<file path="src/verilog/disc_seq_pkg.sv">
package disc_seq_pkg;

   // Clock period and the printed times, all in nanoseconds.
   localparam int CLK_PERIOD_NS = 8;
   localparam int COMPARE_WIN_NS = 4000;
   localparam int SIP_MIN_NS = 1200;
   localparam int ADDR_STABLE_NS = 1000;
   localparam int ADDR_TIMING_NS = 1000;
   localparam int INDEX_MIN_NS = 2000;

   // Cycle counts, least times rounded up to whole cycles.
   localparam logic [8:0] COMPARE_WIN_CYC =
      9'((COMPARE_WIN_NS + CLK_PERIOD_NS - 1) / CLK_PERIOD_NS);
   localparam logic [7:0] SIP_MIN_CYC =
      8'((SIP_MIN_NS + CLK_PERIOD_NS - 1) / CLK_PERIOD_NS);
   localparam logic [6:0] ADDR_STABLE_CYC =
      7'((ADDR_STABLE_NS + CLK_PERIOD_NS - 1) / CLK_PERIOD_NS);
   localparam logic [8:0] ACCEPT_END_CYC =
      9'(2 * ((ADDR_TIMING_NS + CLK_PERIOD_NS - 1) / CLK_PERIOD_NS));
   localparam logic [8:0] INDEX_MIN_CYC =
      9'((INDEX_MIN_NS + CLK_PERIOD_NS - 1) / CLK_PERIOD_NS);

   // Field widths.
   localparam int SECTOR_W = 6;
   localparam int BAND_W = 9;
   localparam int CHAR_W = 7;

   // Leading gap length and the gap clock that opens the read inputs.
   localparam int GAP_COUNTS = 13;
   localparam int READ_EN_COUNT = 3;
   localparam logic [6:0] GAP_END_CHR = 7'((GAP_COUNTS - 1) / 3);
   localparam logic [1:0] GAP_END_MOD = 2'((GAP_COUNTS - 1) % 3);
   localparam logic [6:0] RDEN_CHR = 7'((READ_EN_COUNT - 1) / 3);
   localparam logic [1:0] RDEN_MOD = 2'((READ_EN_COUNT - 1) % 3);
   localparam logic [1:0] MOD3_ZERO = 2'h0;
   localparam logic [1:0] MOD3_ONE = 2'h1;
   localparam logic [1:0] MOD3_TWO = 2'h2;
   localparam logic [5:0] CHR_UPPER_ONES = 6'h3F;

   // Register byte offsets.
   localparam logic [3:0] REG_ADDRESS = 4'h0;
   localparam logic [3:0] REG_STATUS = 4'h4;
   localparam logic [3:0] REG_BAND = 4'h8;

   // Address register layout.
   localparam int ADDR_SECTOR_LSB = 0;
   localparam int ADDR_BAND_LSB = 6;

   // Status register layout.
   localparam int ST_PHASE_LSB = 0;
   localparam int ST_MATCH = 2;
   localparam int ST_RDEN = 3;
   localparam int ST_CONN = 4;
   localparam int ST_ERR = 5;
   localparam int ST_ACCEPT = 6;
   localparam int ST_LOADED = 7;
   localparam int ST_FOUND = 8;
   localparam int ST_PREAMBLE = 9;
   localparam int ST_DATA = 10;
   localparam int ST_SECTOR_LSB = 12;
   localparam int ST_MOD3_LSB = 18;
   localparam int ST_CHR_LSB = 20;

   // Phase codes as seen on the two phase bits.
   localparam logic [1:0] PHASE_STANDBY = 2'h0;
   localparam logic [1:0] PHASE_WRITE = 2'h1;
   localparam logic [1:0] PHASE_READ = 2'h2;

   // Reset values.
   localparam logic [31:0] WORD_ZERO = 32'h0000_0000;

   typedef enum logic [2:0]
   {
      ST_STANDBY = 3'b001,
      ST_WRITE = 3'b010,
      ST_READ = 3'b100
   } phase_e;

   typedef struct packed
   {
      logic [1:0] mod3;
      logic [CHAR_W-1:0] chr;
   } seqCount_s;

endpackage : disc_seq_pkg

</file>
<file path="src/verilog/pin_sync.sv">
`timescale 1ns/1ps
// Three-stage synchroniser; the level moves only when stages two and three
// agree, which also rejects a single-cycle glitch.
module pin_sync
(
   input logic clock,
   input logic sys_rst,
   input logic clockEn,
   input logic pinIn,
   output logic levelOut
);

   logic [2:0] stage;

   // The first stage feeds only the second one.
   always_ff @(posedge clock)
   begin
      if (sys_rst)
      begin
         stage <= 3'h0;
         levelOut <= 1'b0;
      end
      else if (clockEn)
      begin
         stage <= {stage[1:0], pinIn};
         if (stage[1] == stage[2])
            levelOut <= stage[2];
      end
   end

endmodule : pin_sync

</file>
<file path="src/verilog/disc_sector_search_gap_seq.sv">
`timescale 1ns/1ps
// Functional notes
// Two-bit phase: 00 standby or gap, 01 write, 10 read; reset to standby.
// Standby and write use the prerecorded write clock track as clock.
// Sector track pulses are split into sector pulses and one index pulse.
// Band address is copied at each sector pulse, fixing head selection.
// Six-bit sector position counts sector pulses, cleared by index pulse.
// In standby with address loaded and accepted, next sector opens window.
// Sector pulse lasts the minimum; address stable 1 usec before window.
// Window waits for accept flag clear, which ends after second pulse.
// Sector position equal to address sector in window sets search match.
// Match while unconnected raises a sector found signal for interrupts.
// Modulo-3 counter feeds a seven-bit character counter once per cycle.
// Counters step on gated clock: active phases, or match in standby.
// Counters clear in standby whenever search match is clear.
// Decoded modulo-3 count 0 and count 2 are provided as outputs.
// Last two character counts decoded when upper six stages are set.
// Leading gap after match lasts thirteen clock pulses.
// Third gap clock sets the read enable flag.
// Connect command with device address sets connected, clears error.
// Thirteenth gap count clears search match, ending the gap.
// Gap end, connected and addressed: direction picks write or read.
// A write clears read enable while leaving standby.
// Address lines dropped outside gap or preamble clear connected.
// Gap end initialises the preamble and data flags for the next phase.
module disc_sector_search_gap_seq
   import disc_seq_pkg::*;
(
   input logic clock,
   input logic clockEn,
   input logic sys_rst,
   input logic [3:0] avs_address,
   input logic avs_read,
   input logic avs_write,
   input logic [31:0] avs_writedata,
   output logic [31:0] avs_readdata,
   output logic avs_waitrequest,
   input logic sectorTrackIn,
   input logic writeClockTrackIn,
   input logic readDataClockIn,
   input logic buffer_connect_command,
   input logic cmdAddrMatch,
   input logic device_address_match,
   input logic transfer_direction_bit,
   input logic preambleDone,
   input logic phaseEnd,
   output logic phase_bit_high,
   output logic phase_bit_low,
   output logic search_match_flag,
   output logic read_enable_flag,
   output logic channel_connected_flag,
   output logic error_flag,
   output logic sectorFoundIrq,
   output logic sector_increment_pulse,
   output logic sector_or_index_pulse,
   output logic gap_end_ready,
   output logic count0Decode,
   output logic count2Decode,
   output logic last_counts_decode,
   output logic [BAND_W-1:0] bandLatched,
   output logic [SECTOR_W-1:0] sectorPosition
);

   phase_e state;
   seqCount_s cnt;
   logic secTrk, wclk, rclk, secPrev, wclkPrev, rclkPrev;
   logic [8:0] widthCnt, winCnt, acceptCnt;
   logic [7:0] sipCnt;
   logic [6:0] stableCnt;
   logic secEvt, idxEvt, clkPulse, standby, inGap, gapStep, gapEnd;
   logic window, acceptFlag, addrLoaded, preambleFlag, dataFlag;
   logic compareWindowOneshot, connectReq, addrWr, badWr, sipEnd, match;
   logic [SECTOR_W-1:0] addrSector;
   logic [BAND_W-1:0] addrBand;

   pin_sync secSync (.clock(clock), .sys_rst(sys_rst), .clockEn(clockEn),
      .pinIn(sectorTrackIn), .levelOut(secTrk));
   pin_sync wclkSync (.clock(clock), .sys_rst(sys_rst), .clockEn(clockEn),
      .pinIn(writeClockTrackIn), .levelOut(wclk));
   pin_sync rclkSync (.clock(clock), .sys_rst(sys_rst), .clockEn(clockEn),
      .pinIn(readDataClockIn), .levelOut(rclk));

   // Edge history of the synchronised pins.
   always_ff @(posedge clock)
   begin
      if (sys_rst)
      begin
         secPrev <= 1'b0;
         wclkPrev <= 1'b0;
         rclkPrev <= 1'b0;
      end
      else if (clockEn)
      begin
         secPrev <= secTrk;
         wclkPrev <= wclk;
         rclkPrev <= rclk;
      end
   end

   // Read phase runs on the data clock; elsewhere the track clock rules.
   assign clkPulse = (state == ST_READ) ? (rclk & ~rclkPrev) :
      (wclk & ~wclkPrev);
   assign standby = (state == ST_STANDBY);
   assign inGap = standby & search_match_flag;
   assign gapStep = inGap & clkPulse;
   assign gapEnd = gapStep & (cnt.chr == GAP_END_CHR) &
      (cnt.mod3 == GAP_END_MOD);
   assign addrWr = avs_write & ~avs_waitrequest &
      (avs_address == REG_ADDRESS);
   assign badWr = addrWr & ~(standby & ~channel_connected_flag);
   assign connectReq = standby & buffer_connect_command & cmdAddrMatch;
   assign sipEnd = (sipCnt == 8'h01);
   assign match = window & (sectorPosition == addrSector);

   // Pulse width tells the long index mark from an ordinary sector mark.
   // A pulse is classed only at its trailing edge, so every sector event
   // comes one pulse width late; the position count does not care.
   always_ff @(posedge clock)
   begin
      if (sys_rst)
         widthCnt <= 9'h000;
      else if (clockEn)
      begin
         if (!secTrk)
            widthCnt <= 9'h000;
         else if (widthCnt != INDEX_MIN_CYC)
            widthCnt <= widthCnt + 9'h001;
      end
   end
   assign secEvt = ~secTrk & secPrev & (widthCnt != INDEX_MIN_CYC);
   assign idxEvt = ~secTrk & secPrev & (widthCnt == INDEX_MIN_CYC);

   // Sector position, band copy and the stretched increment pulse.
   always_ff @(posedge clock)
   begin
      if (sys_rst)
      begin
         sectorPosition <= 6'h00;
         bandLatched <= 9'h000;
         sipCnt <= 8'h00;
         sector_increment_pulse <= 1'b0;
         sector_or_index_pulse <= 1'b0;
      end
      else if (clockEn)
      begin
         sector_or_index_pulse <= secEvt | idxEvt;
         if (idxEvt)
            sectorPosition <= 6'h00;
         else if (secEvt)
            sectorPosition <= sectorPosition + 6'h01;
         if (secEvt)
            bandLatched <= addrBand;
         if (secEvt)
            sipCnt <= SIP_MIN_CYC;
         else if (sipCnt != 8'h00)
            sipCnt <= sipCnt - 8'h01;
         sector_increment_pulse <= secEvt | (sipCnt > 8'h01);
      end
   end

   // Address register and its write handshake; the accept flag falls
   // after two timing pulses so the search never sees a moving address.
   always_ff @(posedge clock)
   begin
      if (sys_rst)
      begin
         addrSector <= 6'h00;
         addrBand <= 9'h000;
         acceptFlag <= 1'b0;
         acceptCnt <= 9'h000;
         stableCnt <= 7'h00;
      end
      else if (clockEn)
      begin
         if (addrWr && !badWr)
         begin
            addrSector <= avs_writedata[ADDR_SECTOR_LSB +: SECTOR_W];
            addrBand <= avs_writedata[ADDR_BAND_LSB +: BAND_W];
            acceptFlag <= 1'b1;
            acceptCnt <= 9'h000;
            stableCnt <= ADDR_STABLE_CYC;
         end
         else
         begin
            if (acceptFlag)
               acceptCnt <= acceptCnt + 9'h001;
            if (acceptFlag && acceptCnt == ACCEPT_END_CYC - 9'h001)
               acceptFlag <= 1'b0;
            if (stableCnt != 7'h00)
               stableCnt <= stableCnt - 7'h01;
         end
      end
   end

   // Compare window opens as the increment pulse ends, once the
   // position counter has settled.
   always_ff @(posedge clock)
   begin
      if (sys_rst)
      begin
         winCnt <= 9'h000;
         window <= 1'b0;
      end
      else if (clockEn)
      begin
         if (standby && addrLoaded && !acceptFlag && stableCnt == 7'h00
            && sipEnd && !search_match_flag)
         begin
            winCnt <= COMPARE_WIN_CYC;
            window <= 1'b1;
         end
         else if (winCnt > 9'h001)
            winCnt <= winCnt - 9'h001;
         else
         begin
            winCnt <= 9'h000;
            window <= 1'b0;
         end
      end
   end
   assign compareWindowOneshot = window;

   // Search match and the gap flags; the set side wins every tie.
   always_ff @(posedge clock)
   begin
      if (sys_rst)
      begin
         search_match_flag <= 1'b0;
         read_enable_flag <= 1'b0;
         addrLoaded <= 1'b0;
         preambleFlag <= 1'b0;
         dataFlag <= 1'b0;
         sectorFoundIrq <= 1'b0;
      end
      else if (clockEn)
      begin
         if (standby && compareWindowOneshot && match)
            search_match_flag <= 1'b1;
         else if (gapEnd)
            search_match_flag <= 1'b0;
         if (standby && match && !channel_connected_flag)
            sectorFoundIrq <= 1'b1;
         else if (channel_connected_flag || gapEnd)
            sectorFoundIrq <= 1'b0;
         if (gapStep && cnt.chr == RDEN_CHR && cnt.mod3 == RDEN_MOD)
            read_enable_flag <= 1'b1;
         else if (gapEnd && channel_connected_flag && device_address_match
            && transfer_direction_bit)
            read_enable_flag <= 1'b0;
         else if (!standby && phaseEnd)
            read_enable_flag <= 1'b0;
         if (addrWr && !badWr)
            addrLoaded <= 1'b1;
         else if (!standby && phaseEnd)
            addrLoaded <= 1'b0;
         if (gapEnd && channel_connected_flag && device_address_match)
         begin
            preambleFlag <= 1'b1;
            dataFlag <= 1'b0;
         end
         else if (preambleDone && !standby)
         begin
            preambleFlag <= 1'b0;
            dataFlag <= 1'b1;
         end
         else if (phaseEnd)
         begin
            preambleFlag <= 1'b0;
            dataFlag <= 1'b0;
         end
      end
   end

   // Connection to the channel and the error flag.
   always_ff @(posedge clock)
   begin
      if (sys_rst)
      begin
         channel_connected_flag <= 1'b0;
         error_flag <= 1'b0;
      end
      else if (clockEn)
      begin
         if (connectReq)
            channel_connected_flag <= 1'b1;
         else if (clkPulse && !device_address_match && !inGap
            && !preambleFlag)
            channel_connected_flag <= 1'b0;
         if (badWr)
            error_flag <= 1'b1;
         else if (connectReq)
            error_flag <= 1'b0;
      end
   end

   // Phase sequencer; leaving the active phases is the data logic's call.
   always_ff @(posedge clock)
   begin
      if (sys_rst)
         state <= ST_STANDBY;
      else if (clockEn)
      begin
         case (state)
            ST_STANDBY:
               if (gapEnd && channel_connected_flag && device_address_match)
                  state <= transfer_direction_bit ? ST_WRITE : ST_READ;
            ST_WRITE, ST_READ:
               if (phaseEnd)
                  state <= ST_STANDBY;
            default:
               state <= ST_STANDBY;
         endcase
      end
   end

   // Modulo-3 stage feeding the character counter.
   always_ff @(posedge clock)
   begin
      if (sys_rst)
         cnt <= '0;
      else if (clockEn)
      begin
         if (standby && !search_match_flag)
            cnt <= '0;
         else if (clkPulse)
         begin
            case (cnt.mod3)
               MOD3_ZERO: cnt.mod3 <= MOD3_ONE;
               MOD3_ONE: cnt.mod3 <= MOD3_TWO;
               default: cnt.mod3 <= MOD3_ZERO;
            endcase
            if (cnt.mod3 == MOD3_TWO)
               cnt.chr <= cnt.chr + 7'h01;
         end
      end
   end

   // Registered decodes and phase bits, one cycle behind their sources.
   always_ff @(posedge clock)
   begin
      if (sys_rst)
      begin
         count0Decode <= 1'b1;
         count2Decode <= 1'b0;
         last_counts_decode <= 1'b0;
         gap_end_ready <= 1'b0;
         phase_bit_high <= 1'b0;
         phase_bit_low <= 1'b0;
      end
      else if (clockEn)
      begin
         count0Decode <= (cnt.mod3 == MOD3_ZERO);
         count2Decode <= cnt.mod3[1];
         last_counts_decode <= (cnt.chr[6:1] == CHR_UPPER_ONES);
         gap_end_ready <= gapEnd & channel_connected_flag;
         phase_bit_high <= (state == ST_READ);
         phase_bit_low <= (state == ST_WRITE);
      end
   end

   // Avalon slave: one wait cycle, then a single acknowledge cycle.
   always_ff @(posedge clock)
   begin
      if (sys_rst)
      begin
         avs_waitrequest <= 1'b1;
         avs_readdata <= WORD_ZERO;
      end
      else if (clockEn)
      begin
         if ((avs_read || avs_write) && avs_waitrequest)
         begin
            avs_waitrequest <= 1'b0;
            avs_readdata <= WORD_ZERO;
            if (avs_read)
            begin
               case (avs_address)
                  REG_ADDRESS:
                  begin
                     avs_readdata[ADDR_SECTOR_LSB +: SECTOR_W] <= addrSector;
                     avs_readdata[ADDR_BAND_LSB +: BAND_W] <= addrBand;
                  end
                  REG_STATUS:
                  begin
                     avs_readdata[ST_PHASE_LSB +: 2] <=
                        {phase_bit_high, phase_bit_low};
                     avs_readdata[ST_MATCH] <= search_match_flag;
                     avs_readdata[ST_RDEN] <= read_enable_flag;
                     avs_readdata[ST_CONN] <= channel_connected_flag;
                     avs_readdata[ST_ERR] <= error_flag;
                     avs_readdata[ST_ACCEPT] <= acceptFlag;
                     avs_readdata[ST_LOADED] <= addrLoaded;
                     avs_readdata[ST_FOUND] <= sectorFoundIrq;
                     avs_readdata[ST_PREAMBLE] <= preambleFlag;
                     avs_readdata[ST_DATA] <= dataFlag;
                     avs_readdata[ST_SECTOR_LSB +: SECTOR_W] <= sectorPosition;
                     avs_readdata[ST_MOD3_LSB +: 2] <= cnt.mod3;
                     avs_readdata[ST_CHR_LSB +: CHAR_W] <= cnt.chr;
                  end
                  REG_BAND:
                     avs_readdata[BAND_W-1:0] <= bandLatched;
                  default:
                     avs_readdata <= WORD_ZERO;
               endcase
            end
         end
         else
            avs_waitrequest <= 1'b1;
      end
   end

   // Checks on the sequencing.
   logic [7:0] sipLen;
   always_ff @(posedge clock)
   begin
      if (sys_rst)
         sipLen <= 8'h00;
      else if (clockEn)
         sipLen <= sector_increment_pulse ? sipLen + 8'h01 : 8'h00;
   end
endmodule : disc_sector_search_gap_seq

</file>
<file path="config.mk">
export PLATFORM = sky130hd
export DESIGN_NAME = disc_sector_search_gap_seq
export DESIGN_NICKNAME = d
export VERILOG_FILES = /design/src/verilog/disc_seq_pkg.sv /design/src/verilog/pin_sync.sv /design/src/verilog/disc_sector_search_gap_seq.sv
export SDC_FILE = /design/constraint.sdc
export NUM_CORES = 1
export LEC_CHECK = 0
export ABC_AREA = 1
export BUFFER_PORTS_ARGS = -buffer_cell sky130_fd_sc_hd__buf_4
export CAP_MARGIN = 20
export CORE_MARGIN = 4
export CORE_UTILIZATION = 50
export CTS_BUF_LIST = sky130_fd_sc_hd__clkbuf_16
export CTS_CLUSTER_SIZE = 28
export DETAILED_ROUTE_END_ITERATION = 12
export GPL_TIMING_DRIVEN = 0
export HOLD_SLACK_MARGIN = 0.15
export MAX_ROUTING_LAYER = met4
export PLACE_DENSITY = 0.72
export SKIP_CTS_REPAIR_TIMING = 1
export SLEW_MARGIN = 40
export SYNTH_ARGS = -nofsm -noshare
export SYNTH_HDL_FRONTEND = slang
export SYNTH_SLANG_ARGS = --single-unit
export TNS_END_PERCENT = 50
</file>
<file path="constraint.sdc">
create_clock -name clock -period 2.25 [get_ports clock]
set_input_delay 0.5625 -clock clock [delete_from_list [all_inputs] [get_ports clock]]
set_output_delay 0.5625 -clock clock [all_outputs]
set_load 0.05 [all_outputs]
</file>
==> run summary <==
================================================================================
Run status                                                          finished clean
Hold Path Sink                                                      wclkSync.stage[0]
Post-detailed-route via-to-cell ratio                                      5.284
Drc violations                                                                 0
Finish-stage setup viols                                                       0
Root Buffer Master                                                     clkbuf_16
Clock latency reported for the late side of the worst-skew pair          0.42 ns
Wire per inst                                                           15.64 um
Worst Setup End Kind                                                        flop
Leading post-synthesis cells by instance count                      229 x nand2_1, 145 x dfxtp_1, 111 x nor2_1
Total Wirelength                                                        20150 um
Seq/Total Area, Yosys                                                     0.4149
Post-synth cell types                                                         38
I/O pin count                                                                111
Aggregate negative setup slack                                              0 ns
Pins over their slew limit                                                     0
Reg2reg start                                                        widthCnt[0]
TritonCTS clock tree                                                       built
Average size of a mapped cell                                          7.067 um2
Core Rows                                                                     42
Pin count of the biggest net entering global routing                          17
Initial DRC Count                                                            664
Most repeated cell in the gate-level netlist after synthesis             nand2_1
Top fanout value on the critical path                                          5
Number of nets in the finished design                                       1162
Upper clock frequency limit                                            495.4 MHz
Clock slew at reported path FFs                                          0.06 ns
Wire length on met2                                                      8944 um
Leakage component of the power                                       0.003656 uW
Top FF cell, synth                                                       dfxtp_1
Horiz. Die Dim                                                          126.3 um
Cell type with the largest total area after synthesis                    dfxtp_1
Number of synthesized flops with an enable pin                                 0
Synth top area cells                                                dfxtp_1 41%, nand2_1 12%, a21oi_1 7.6%
Startpoint-to-endpoint class of the critical path                   flop to flop
Share of cells above drive strength 1                                     0.1520
Final standard cell count with taps included and fillers excluded           1288
Antenna viol nets, final                                                       0
Reg2reg path depth                                                             7
Buffer depth of the longest clock path                                         2
DR pass1 iterations                                                            5
Met3 layer wire length in the routed design                              1464 um
Final Cycle Share                                                         0.8972
Detailed-placement wirelength estimate                                  14790 um
Hold violation count in the final report                                       0
Worst-Margin Slew                                                      0.7834 ns
Worst ir drop on vdd                                                    723.9 uV
Floorplan core area                                                    13450 um2
Via count of the first global-routing pass                                  5969
Placed instance count                                                       1256
Top layer used by detailed routing                                          met4
Effective utilization at floorplan                                        0.5201
Overflow left after global routing                                             0
Hold crit path type                                                 input pin to flop
Data arrival at the endpoint of the critical path                        2.29 ns
Area growth from synthesis to final layout                                20.48%
Hold Crit Start                                                     writeClockTrackIn
FILL cells                                                                  1283
Count of input and output buffers                                             86
Worst Clk Skew                                                       0.005239 ns
First-pass GRT wire length                                              30860 um
Fraction of registers with async set/reset                                     0
Total of flip-flops plus latches after synthesis                             145
Cells on Worst Hold Path                                                       3
Category of the worst setup path launch point                               flop
Clock period minus final worst setup slack                              2.019 ns
Die area                                                               15950 um2
Relative slew slack                                                       0.4722
Initial antenna violation count                                                0
Worst reg2reg path endpoint                                         sectorPosition[4]
Vertical die dimension                                                  126.3 um
Fraction of post-synthesis cell area in the top cell type by area         0.4149
Number of inserted diodes                                                      0
Data required time at the worst endpoint                                 2.52 ns
Syn Inst Count                                                               990
Reported max-cap violation count                                               0
Total number of clock tree sinks                                             145
TritonCTS Buffers                                                             17
Number of synthesis warnings                                                   0
GRT Util Overall                                                          0.2510
Register-to-register setup slack                                         0.23 ns
Detailed-routing wirelength on met1                                      9150 um
Final weighted congestion in routability-driven placement                 0.9583
Power density over the cells                                        909.6 nW/um2
Total via count in the routed design                                        6806
Synth Cell Area                                                         6997 um2
Setup repair after global routing missed its margin                        false
H-Tree Depth                                                                   4
================================================================================
-- cells in the final DEF (no fill, tap or decap), drive strengths merged, types with 2 or more instances in the layout --
cell	instances
ha	13
inv	109
and2	2
o211ai	8
xnor2	6
nor3	12
xor2	16
dfxtp	145
clkinvlp	2
nand3	69
nand3b	2
o21ai	72
or2	2
nor3b	3
bufinv	2
nand2	239
clkinv	10
buf	107
a21oi	107
conb	5
clkbuf	34
o221ai	3
o21bai	2
a22oi	4
nand4	17
nor2	120
-- worst max-delay path: stages (launching register included) --
cell and delay [ns]:
dfxtp_1 0.33, inv_1 0.15, ha_1 0.19, nand2_1 0.06
nor3_1 0.24, nand2_2 0.14, o21ai_0 0.65, nor3_1 0.13
-- how the worst max path moves through the flow --
stage / cells after the start / startpoint / slack [ns] / end
floorplan: 7 / avs_address[3] / 0.59 / addrSector[1]
global placement: 6 / sys_rst / 0.11 / bandLatched[8]
detailed placement: 6 / sys_rst / 0.06 / bandLatched[8]
CTS: 7 / widthCnt[0] / 0.21 / sectorPosition[4]
global route: 7 / widthCnt[0] / 0.13 / sectorPosition[5]
finish: 7 / widthCnt[0] / 0.23 / sectorPosition[4]
-- layer usage --
layer	vias to the layer above	global-route usage
li1	3427	-
met3	51	0.05927
met4	0	0.09968
met2	242	0.3825
met5	-	-
met1	3086	0.3236
-- flip-flops by register name, indices dropped and copies added, names as in the netlist, 6 cells and up --
signal / count
widthCnt: 9
sipCnt: 8
sectorPosition: 6
addrSector: 6
avs_readdata: 27
stableCnt: 7
cnt: 9
bandLatched: 9
addrBand: 9
winCnt: 9
acceptCnt: 9
-- final cells by class --
cell class                 count  area (um2)  share of cell area
multi-input combinational    703        3490              0.4140
clock inverter                15       126.4             0.01499
inverter                     108       405.4             0.04809
clock buffer                  17       425.4             0.05047
buffer                        38       214.0             0.02538
timing repair buffer          86       645.6             0.07659
tap                          176       220.2             0.02612
sequential                   145        2903              0.3444
-- power by group --
group / total, uW / internal, uW / switching [uW]
combinational: 2020 / 738 / 1280
sequential: 2990 / 2800 / 190
clock: 2660 / 1600 / 1060
total: 7670 / 5130 / 2540
-- cell families (layout without fill, tap and decap cells) --
kind of cell,Yosys count,after routing,share of synthesized area
simple gates,467,467,0.2958
compound gates,196,196,0.1495
buf+inv,146,264,0.08852
flops,145,145,0.4149
xor+xnor,22,22,0.02754
fa+ha+maj,13,13,0.02325
other cells,1,5,0.0005360
-- per-stage QoR --
| stage | hold WS (ns) | instance area, um2 | util | total power [uW] | worst slack [ns] |
|---|---|---|---|---|---|
| after floorplan | 0.4338 | 7012 | - | 4572 | 0.5946 |
| after global placement | 0.4482 | 7878 | 0.5856 | 4974 | 0.1101 |
| after detailed placement | 0.4560 | 7878 | 0.5856 | 5018 | 0.05987 |
| after CTS | 0.3547 | 8429 | 0.6266 | 7670 | 0.2120 |
| after global routing | 0.3521 | 8429 | 0.6266 | 8096 | 0.1286 |
| final | 0.3649 | 8429 | 0.6266 | 7667 | 0.2313 |
Power figures use the tool's default switching activity.
